--- config.mk ---
export PLATFORM = sky130hd
export DESIGN_NAME = wdtt_top
export DESIGN_NICKNAME = d
export VERILOG_FILES = /design/src/wdtt_pkg.sv /design/src/wdtt_tick_if.sv /design/src/wdtt_prescale.sv /design/src/wdtt_top.sv
export SDC_FILE = /design/constraint.sdc
export NUM_CORES = 1
export LEC_CHECK = 0
export BUFFER_PORTS_ARGS = -buffer_cell sky130_fd_sc_hd__buf_2
export CAP_MARGIN = 40
export CORE_ASPECT_RATIO = 1.75
export CORE_MARGIN = 3
export CORE_UTILIZATION = 61
export CTS_BUF_LIST = sky130_fd_sc_hd__clkbuf_4
export CTS_CLUSTER_SIZE = 28
export DETAILED_ROUTE_END_ITERATION = 6
export GPL_TIMING_DRIVEN = 0
export PLACE_DENSITY_LB_ADDON = 0.3
export SYNTH_ARGS = -nofsm -noshare
export SYNTH_HDL_FRONTEND = slang
export SYNTH_SLANG_ARGS = --single-unit
--- constraint.sdc ---
create_clock -name clk_i -period 1.6 [get_ports clk_i]
set_input_delay 0.08 -clock clk_i [delete_from_list [all_inputs] [get_ports clk_i]]
set_output_delay 0.08 -clock clk_i [all_outputs]
set_load 0.1 [all_outputs]
--- src/wdtt_pkg.sv ---
// Purpose: Shared constants for the watchdog time-out timer.
// Assumes: System clock of 100 MHz and a slow oscillator near 10 kHz.
// Notes:   The slow oscillator only paces the count; it is never a clock.
package wdtt_pkg;
  localparam int unsigned CLK_HZ         = 100_000_000; // System clock rate.
  localparam int unsigned SLOW_OSC_HZ    = 10_000;      // Nominal slow oscillator rate.
  localparam int unsigned INTERVAL_COUNT = 64;          // Prescaled periods per time-out.
  localparam int unsigned CNT_W          = 6;           // Width of the interval counter.
  localparam int unsigned PS_W           = 3;           // Width of the prescale select.
  localparam int unsigned DIV_W          = 8;           // Divider chain, up to 1/256.
  localparam int unsigned MODE_W         = 4;           // Width of the mode field.
  localparam logic [3:0]  MODE_TIMER     = 4'hF;        // Erased field: general timer.
  localparam logic [5:0]  CNT_LAST       = 6'(INTERVAL_COUNT - 1); // Final count value.
  localparam int unsigned RST_DELAY_DEF  = 4;           // Prescaled ticks before reset.
endpackage

--- src/wdtt_tick_if.sv ---
`timescale 1ns/100ps
// Purpose: Carries the prescale select and the prescaled tick between modules.
// Assumes: Both ends run on clk_i.
// Notes:   The tick is a one-cycle pulse.
interface wdtt_tick_if;
  logic [2:0] sel;  // Prescale select from the core.
  logic       tick; // One pulse per prescaled slow period.
  modport pre  (input sel, output tick);
  modport core (output sel, input tick);
endinterface

--- src/wdtt_prescale.sv ---
`timescale 1ns/100ps
// Purpose: Synchronises the slow oscillator and divides it by the selected scale.
// Assumes: The slow oscillator is far slower than clk_i.
// Notes:   The slow oscillator is sampled like a pin, so jitter of one cycle is normal.
module wdtt_prescale
  import wdtt_pkg::*;
(
  input  wire logic    clk_i,
  input  wire logic    rst_i,
  input  wire logic    slow_internal_osc_i,
  wdtt_tick_if.pre     tk
);
  logic             sync1;     // First synchroniser stage, read only by sync2.
  logic             sync2;     // Second synchroniser stage.
  logic             sync3;     // Delayed copy for rising edge detection.
  logic             slow_edge; // One cycle per slow oscillator rising edge.
  logic [DIV_W-1:0] div_cnt;   // Free running divider chain.
  logic [2:0]       fill;      // Ones shift in after reset to arm the edge detector.

  // Decodes a prescale code into the mask of divider bits that must be all ones.
  function automatic logic [DIV_W-1:0] div_mask(input logic [2:0] s);
    logic [3:0] sh;
    sh = (s == 3'h0) ? 4'h0 : 4'({1'b0, s} + 4'h1);
    return 8'((9'h001 << sh) - 9'h001);
  endfunction

  // Two flops before any logic reads the oscillator level.
  always_ff @(posedge clk_i or posedge rst_i) begin
    if (rst_i) begin
      sync1 <= 1'b0;
      sync2 <= 1'b0;
      sync3 <= 1'b0;
    end else begin
      sync1 <= slow_internal_osc_i;
      sync2 <= sync1;
      sync3 <= sync2;
    end
  end

  // Edge detection waits until both compared stages hold real pin samples, so a high level
  // found at reset release is never mistaken for a fresh rising edge of the oscillator.
  always_ff @(posedge clk_i or posedge rst_i) begin
    if (rst_i) begin
      fill <= 3'h0;
    end else begin
      fill <= {fill[1:0], 1'b1};
    end
  end

  assign slow_edge = fill[2] & sync2 & ~sync3;

  // The chain advances only on slow edges, never on the system clock alone.
  always_ff @(posedge clk_i or posedge rst_i) begin
    if (rst_i) begin
      div_cnt <= 8'h00;
    end else if (slow_edge) begin
      div_cnt <= div_cnt + 8'h01;
    end
  end

  // A tick leaves when the masked low bits roll over; code 0 ticks every edge.
  always_ff @(posedge clk_i or posedge rst_i) begin
    if (rst_i) begin
      tk.tick <= 1'b0;
    end else begin
      tk.tick <= slow_edge && ((div_cnt & div_mask(tk.sel)) == div_mask(tk.sel));
    end
  end
endmodule

--- src/wdtt_top.sv ---
`timescale 1ns/100ps
// Purpose: Watchdog that counts 64 prescaled slow periods per time-out.
// Assumes: Mode field, prescale select, enable and clear come from clk_i logic.
// Notes:   The device reset output holds until rst_i is applied again.
module wdtt_top
  import wdtt_pkg::*;
#(
  parameter int unsigned RST_DELAY_TICKS = RST_DELAY_DEF // Prescaled ticks before reset.
)(
  input  wire logic        clk_i,
  input  wire logic        rst_i,
  input  wire logic        slow_internal_osc_i,   // Slow oscillator level.
  input  wire logic [3:0]  watchdog_mode_cfg_i,   // Field of config_byte_four.
  input  wire logic [2:0]  watchdog_prescale_sel_i,
  input  wire logic        int_enable_i,          // Interrupt enable.
  input  wire logic        clear_i,               // Software service pulse.
  output logic             wake_o,                // Wake-up pulse.
  output logic             timeout_irq_o,         // Interrupt pulse.
  output logic             timeout_flag_o,        // Sticky time-out flag.
  output logic             dev_reset_o            // Whole device reset request.
);
  // The delay counter is eight bits wide, so longer delays cannot be served.
  if (RST_DELAY_TICKS < 1 || RST_DELAY_TICKS > 256) begin : g_bad_delay
    $error("RST_DELAY_TICKS must lie in 1 to 256.");
  end

  localparam logic [7:0] DELAY_LAST = 8'(RST_DELAY_TICKS - 1); // Final delay tick.

  // The counter wraps by itself at the end of an interval, so its width must match the count.
  if (INTERVAL_COUNT != (1 << CNT_W)) begin : g_bad_interval
    $error("INTERVAL_COUNT must equal two to the power of CNT_W.");
  end

  wdtt_tick_if       tk ();        // Link to the prescaler.
  logic              cfg_done;     // Mode field has been captured.
  logic              reset_mode;   // High when acting as time-out reset timer.
  logic [CNT_W-1:0]  cnt;          // Interval counter.
  logic              expire;       // Interval fulfilled this cycle.
  logic              pending;      // Reset delay is running.
  logic [7:0]        delay_cnt;    // Ticks spent in the reset delay.

  assign tk.sel = watchdog_prescale_sel_i;

  wdtt_prescale u_pre (
    .clk_i               (clk_i),
    .rst_i               (rst_i),
    .slow_internal_osc_i (slow_internal_osc_i),
    .tk                  (tk)
  );

  // The mode is caught once after reset, as a nonvolatile byte would be loaded.
  always_ff @(posedge clk_i or posedge rst_i) begin
    if (rst_i) begin
      cfg_done   <= 1'b0;
      reset_mode <= 1'b0;
    end else if (!cfg_done) begin
      cfg_done   <= 1'b1;
      reset_mode <= (watchdog_mode_cfg_i != MODE_TIMER);
    end
  end

  // Expiry is seen even if a clear lands on the same cycle, so no event is lost.
  assign expire = tk.tick && (cnt == CNT_LAST);

  // The counter has no low power gate at all, so it keeps running in any mode.
  always_ff @(posedge clk_i or posedge rst_i) begin
    if (rst_i) begin
      cnt <= '0;
    end else if (clear_i) begin
      cnt <= '0;
    end else if (tk.tick) begin
      cnt <= cnt + 6'h01;
    end
  end

  // Wake-up pulses follow every expiry by one cycle; interrupt pulses only while int_enable_i is set.
  always_ff @(posedge clk_i or posedge rst_i) begin
    if (rst_i) begin
      wake_o        <= 1'b0;
      timeout_irq_o <= 1'b0;
    end else begin
      wake_o        <= expire;
      timeout_irq_o <= expire && int_enable_i;
    end
  end

  // Sticky flag: a set wins over a clear in the same cycle.
  always_ff @(posedge clk_i or posedge rst_i) begin
    if (rst_i) begin
      timeout_flag_o <= 1'b0;
    end else begin
      timeout_flag_o <= expire | (timeout_flag_o & ~clear_i);
    end
  end

  // Reset delay: started by an expiry in reset mode, cancelled by service.
  always_ff @(posedge clk_i or posedge rst_i) begin
    if (rst_i) begin
      pending   <= 1'b0;
      delay_cnt <= 8'h00;
    end else if (expire && reset_mode && !pending) begin
      pending   <= 1'b1;
      delay_cnt <= 8'h00;
    end else if (clear_i) begin
      pending   <= 1'b0;
      delay_cnt <= 8'h00;
    end else if (pending && tk.tick) begin
      delay_cnt <= delay_cnt + 8'h01;
    end
  end

  // Once asserted the request stays up; only the device reset itself removes it.
  always_ff @(posedge clk_i or posedge rst_i) begin
    if (rst_i) begin
      dev_reset_o <= 1'b0;
    end else if (pending && tk.tick && !clear_i && (delay_cnt == DELAY_LAST)) begin
      dev_reset_o <= 1'b1;
    end
  end
endmodule

After elaboration in Yosys (flattened, before gate mapping):

Index checks and enable logic that the tools add are counted.

* RAM bits: 0
* ROM bits: 0
* output and inout port bits: 4
* logic and storage cells: 54
* memories kept: 0
* bits of input ports: 12
* latch bits: 0
* register bits after elaboration: 36

* add/subtract/negate cells: 5
* multipliers: 0
* reduce and logical (&&, ||, !) cells: 14
* bitwise gates (word level): 7
* magnitude comparators: 0
* shift operators: 1
* muxes and demuxes: 8
* eq/ne operators: 4
* div/mod/pow operators: 0

Operators with widths (count)
* 8-bit two-way mux: 3
* 8-bit by 1-bit adder with 8-bit output (second input constant): 2
* 6-bit two-way mux: 2
* 8-bit bitwise AND: 1
* 8-bit by 2-bit == test with 1-bit output (second input constant): 1
* 8-bit == test: 1
* 1-bit logical AND: 8
* 1-bit by 4-bit << shifter with 8-bit output (first input constant): 1
* 8-bit by 1-bit subtractor with 8-bit output (second input constant): 1
* 6-bit by 1-bit adder with 6-bit output (second input constant): 1
* 6-bit == test (second input constant): 1
* 3-bit by 1-bit adder with 4-bit output (second input constant): 1
* 4-bit two-way mux: 1
* 4-bit != test (second input constant): 1
* 2-bit nonzero test: 2
* 1-bit bitwise AND: 3
* 3-bit logical NOT: 1
* 3-bit nonzero test: 1
* 1-bit logical NOT: 2
* 1-bit two-way mux: 2
* 1-bit inverter: 2
* 1-bit OR: 1

Longest topological paths before layout:

* depth in word-level cells: 7
* gate-level depth with buffers: 12
* mapped depth without buffers: 10

Modules after synthesis:

Synthesis repeated with hierarchy kept, for this count alone.

* cell total of the unflattened synthesis: 189
* area total of the unflattened synthesis: 1886.8 µm²

Modules (own cells, without submodules)
* wdtt_top: instances 1, sequential area each 525.5 µm², cells an instance 95, area each 979.7 µm²
* wdtt_prescale: instances 1, sequential area each 375.4 µm², cells an instance 94, area each 907.1 µm²

Worst setup path after synthesis:

Ideal clock, no wire load.

* kind: input to register
* start: input watchdog_prescale_sel_i[1]
* end: register u_pre.tk.tick
* path slack: -0.481 ns
* arrival: 1.949 ns
* required time: 1.468 ns
* stages: 11
* buffers on the path: 2
* setup time: 0.132 ns
* path through: buf_2 -> inv_1 -> ha_1 -> buf_2 -> nand2b_1 -> o21bai_1 -> a21oi_1 -> ha_1 -> a2111oi_0 -> o221a_2 -> nor4_2

* word-level cells in the longest chain between the ends: 7
* elaborated cells on any way between the ends: 8
* those cells by class: add/sub (2); eq/ne (1); shift (1); mux (1); bitwise (1); reduce/logical (2)

Ends and longest elaborated chain
* start, declared: line wdtt_top.sv:14 `input wire logic [2:0] watchdog_prescale_sel_i,`
* 3-bit by 1-bit adder with 4-bit output / 3-bit logical NOT (equally long branches): line wdtt_prescale.sv:23 `sh = (s == 3'h0) ? 4'h0 : 4'({1'b0, s} + 4'h1);`
* 4-bit two-way mux *: line wdtt_prescale.sv:23
* 1-bit by 4-bit << shifter with 8-bit output *: line wdtt_prescale.sv:24 `return 8'((9'h001 << sh) - 9'h001);`
* 8-bit by 1-bit subtractor with 8-bit output *: line wdtt_prescale.sv:24
* 8-bit bitwise AND: line wdtt_prescale.sv:66 `tk.tick <= slow_edge && ((div_cnt & div_mask(tk.sel)) == div_mask(tk.sel));`
* 8-bit == test *: line wdtt_prescale.sv:66
* 1-bit logical AND *: line wdtt_prescale.sv:66
* end signal, assigned: line wdtt_prescale.sv:66
* end, declared: line wdtt_tick_if.sv:8 `modport pre (input sel, output tick);`

Every way passes the cells marked *; elsewhere a longest branch is shown, timed or not.
A chain may end at the register's enable or synchronous reset.

Final worst setup path:

* start: input watchdog_prescale_sel_i[0]
* end: register u_pre.tk.tick

The elaborated chain is that of the path after synthesis.

==> metrics.txt <==
status=completed; site row count=25; # diodes=0; #FFs+latches synth=35; Area Growth Syn to Fin=21.0%; WS Path Type=input port to register; grt ovf=0; worst reg2reg path depth=5; Post-synth ARST share=100%; drt wl/cell=16.1 um; syn avg cell area=10.2 um^2; cells after synthesis=182; Synth top area share=47.1%; Slew Viols, Final=0; RSZ-0062 raised after global routing=true; TritonCTS Buffers=5; Slew Limit Headroom=approximately 50%; Reg-to-Reg Start=cnt[0]; Worst Hold Class=input port to register; IO Count=16; CORE AREA=2820 um^2; Place WS=-0.564 ns; average vias per placed instance=6.13; most numerous cell in the Yosys netlist=dfrtp_1; vias=1478; cell area after synthesis=1860 um^2; reg-to-reg endpoint=delay_cnt[7]; Critical Path Start=watchdog_prescale_sel_i[0]; Synth cell types=53; final WL=between 3 and 4 mm; initial antenna violation count=0; DIE AREA=3770 um^2; startpoint types=input port; DR DRC count=0; Post-synth EDFFs=0; overall die width=47.7 um; VDD IR-drop max=908 uV; Pleak=1.03 nW; Root Buffer=clkbuf_4; GRT Resource Usage Total=24.0%; GPL Wtd Cong=0.813; Seq/Total Area, Yosys=47.1%; CP endpoint=u_pre.tk.tick; max cap viols=0; Fillers=175; Worst Path Max Fanout=4; chip height=79.1 um; vias in the first global route=1528; Synth top cells by count=dfrtp_1 (35), nor2_1 (17), nand2_1 (13), xor2_1 (12); H-Tree Depth=2; DP HPWL=2.85 mm; DRT antenna net count=0; input/output buffers=14; post-synth top area cell=dfrtp_1; Max Root-Sink Buffers=2; fin crit period=1.58 ns; drt first pass iters=4; final hold vios=0; final worst slack=between 0.015 and 0.02 ns; placed cell areas=2060 um^2; Worst Tran Pin Value=0.738 ns; worst reg2reg setup slack=roughly 0.13 ns; Worst Skew=0.0127 ns; Total Power=1.82 mW; Worst setup EP type=register; Final Setup Violations=0; drt initial violations=37; YS warnings=0; TritonCTS clock tree=done; PD cells=809 nW/um^2; CTS sink cnt=35; Main synth FF type=dfrtp_1; fraction of the cycle the final worst path needs=98.8%; fin nets=231; clk_lat worst skew=between 0.3 and 0.4 ns; top post-synthesis cells by area=dfrtp_1 (47%), xor2_1 (5.6%), ha_1 (4.0%); Starting Density=66.1%; WP data required=1.84 ns; layout cells sized above 1=between 20% and 30%; Post-Layout Inst Area=2250 um^2; clk slew on worst S/H paths=0.09 ns; f_max=632 MHz; CP arrival=approximately 1.8 ns; largest net degree at the start of global routing=19; first-pass GRT wire length=6.47 mm; Post-Syn Nets=200
## how the worst min path moves through the flow
stage / from / endpoint / slack, ns / depth (start not counted)
floorplan: slow_internal_osc_i / u_pre.sync1 / 0.11 / 0
global placement: slow_internal_osc_i / u_pre.sync1 / 0.19 / 1
detailed placement: slow_internal_osc_i / u_pre.sync1 / 0.19 / 1
CTS: watchdog_mode_cfg_i[0] / reset_mode / 0.05 / 3
global route: watchdog_mode_cfg_i[0] / reset_mode / 0.07 / 3
finish: watchdog_mode_cfg_i[0] / reset_mode / 0.06 / 3
## worst max-delay path, stage by stage
cell	delay, ns
buf_8	0.08
buf_12	0.10
clkinv_8	0.04
ha_4	0.24
nand2b_4	0.14
o21bai_1	0.16
a21oi_2	0.11
ha_4	0.19
nor2b_1	0.10
a21oi_1	0.05
o221a_2	0.24
nor4_2	0.28
## cell type report
class | count | area (um^2) | share of cell area [%]
flip-flops and latches | 35 | 876 | 38.9
multi-input cells | 130 | 963 | 42.8
clock inverters | 2 | 7.51 | 0.333
inverters | 8 | 47.5 | 2.11
clock buffers | 6 | 45.0 | 2.00
plain buffers | 8 | 82.6 | 3.67
well taps | 27 | 33.8 | 1.50
repair buffers | 25 | 196 | 8.72
## power breakdown
part	switching, mW	total [mW]	internal (mW)	leakage [nW]
registers	0.0671	1.01	0.941	0.464
clock network	0.270	0.449	0.179	0.0307
logic	0.179	0.365	0.186	0.540
## cell families (layout without fill, tap and decap cells)
kind of cell | count (synthesis) | after routing | share of synthesized area (%)
adder cells (fa/ha/maj) | 6 | 6 | 4.03
flip-flops | 35 | 35 | 47.1
multiplexers | 4 | 4 | 2.29
AO/OA/AOI/OAI | 27 | 27 | 10.4
XOR/XNOR | 18 | 18 | 8.47
AND/OR/NAND/NOR | 74 | 74 | 22.4
other | 1 | 1 | 0.202
buffers and inverters | 17 | 49 | 5.11
## through the flow
stage,hold WS (ns),setup TNS (ns),util [%],instances
6_report,0.0621,0,80.0,241
5_1_grt,0.0653,-0.0485,80.0,241
4_1_cts,0.0493,-0.0217,79.5,241
3_5_place_dp,0.190,-0.564,73.2,224
3_3_place_gp,0.189,-0.630,72.2,223
2_1_floorplan,0.111,-0.207,-,182
## sequential cells by signal, indices dropped and copies added, names as in the netlist
| name | count |
|---|---|
| cnt | 6 |
| delay_cnt | 8 |
| dev_reset_o | 1 |
| pending | 1 |
| reset_mode | 1 |
| timeout_flag_o | 1 |
| timeout_irq_o | 1 |
| u_pre.div_cnt | 8 |
| u_pre.fill | 3 |
| u_pre.sync1 | 1 |
| u_pre.sync2 | 1 |
| u_pre.sync3 | 1 |
| u_pre.tk.tick | 1 |
| wake_o | 1 |
## layout by cell type (no fill, tap or decap), drive strengths merged, types with 3 or more instances in the layout
cell         instances
clkbuf               7
xor2                12
and3                 3
xnor2                6
nand4                4
nor3b                5
buf                 29
dlygate4sd3          3
nor3                 4
nand3b               4
clkinv               4
o21ai                4
dfrtp               35
a21oi                7
ha                   6
nand2               13
nor2                17
nand3                6
inv                  6
## layer usage
layer,global-route usage (%),part of all wire (%),up-vias
met5,0,0,-
met4,11.1,2.8,0
met3,5.22,2.6,15
met2,43.2,58,27
met1,23.8,36,735
li1,-,-,701
## repair_timing
action | CTS | global route
pin swaps | 7 | 2
endpoints found under the setup margin | 1 | 2
buffers inserted | 7 | 0
resized for setup | 13 | 4
hold endpoints to repair | 19 | 0
hold buffers | 3 | 0
No activity file was read; power rests on OpenSTA's default activity.
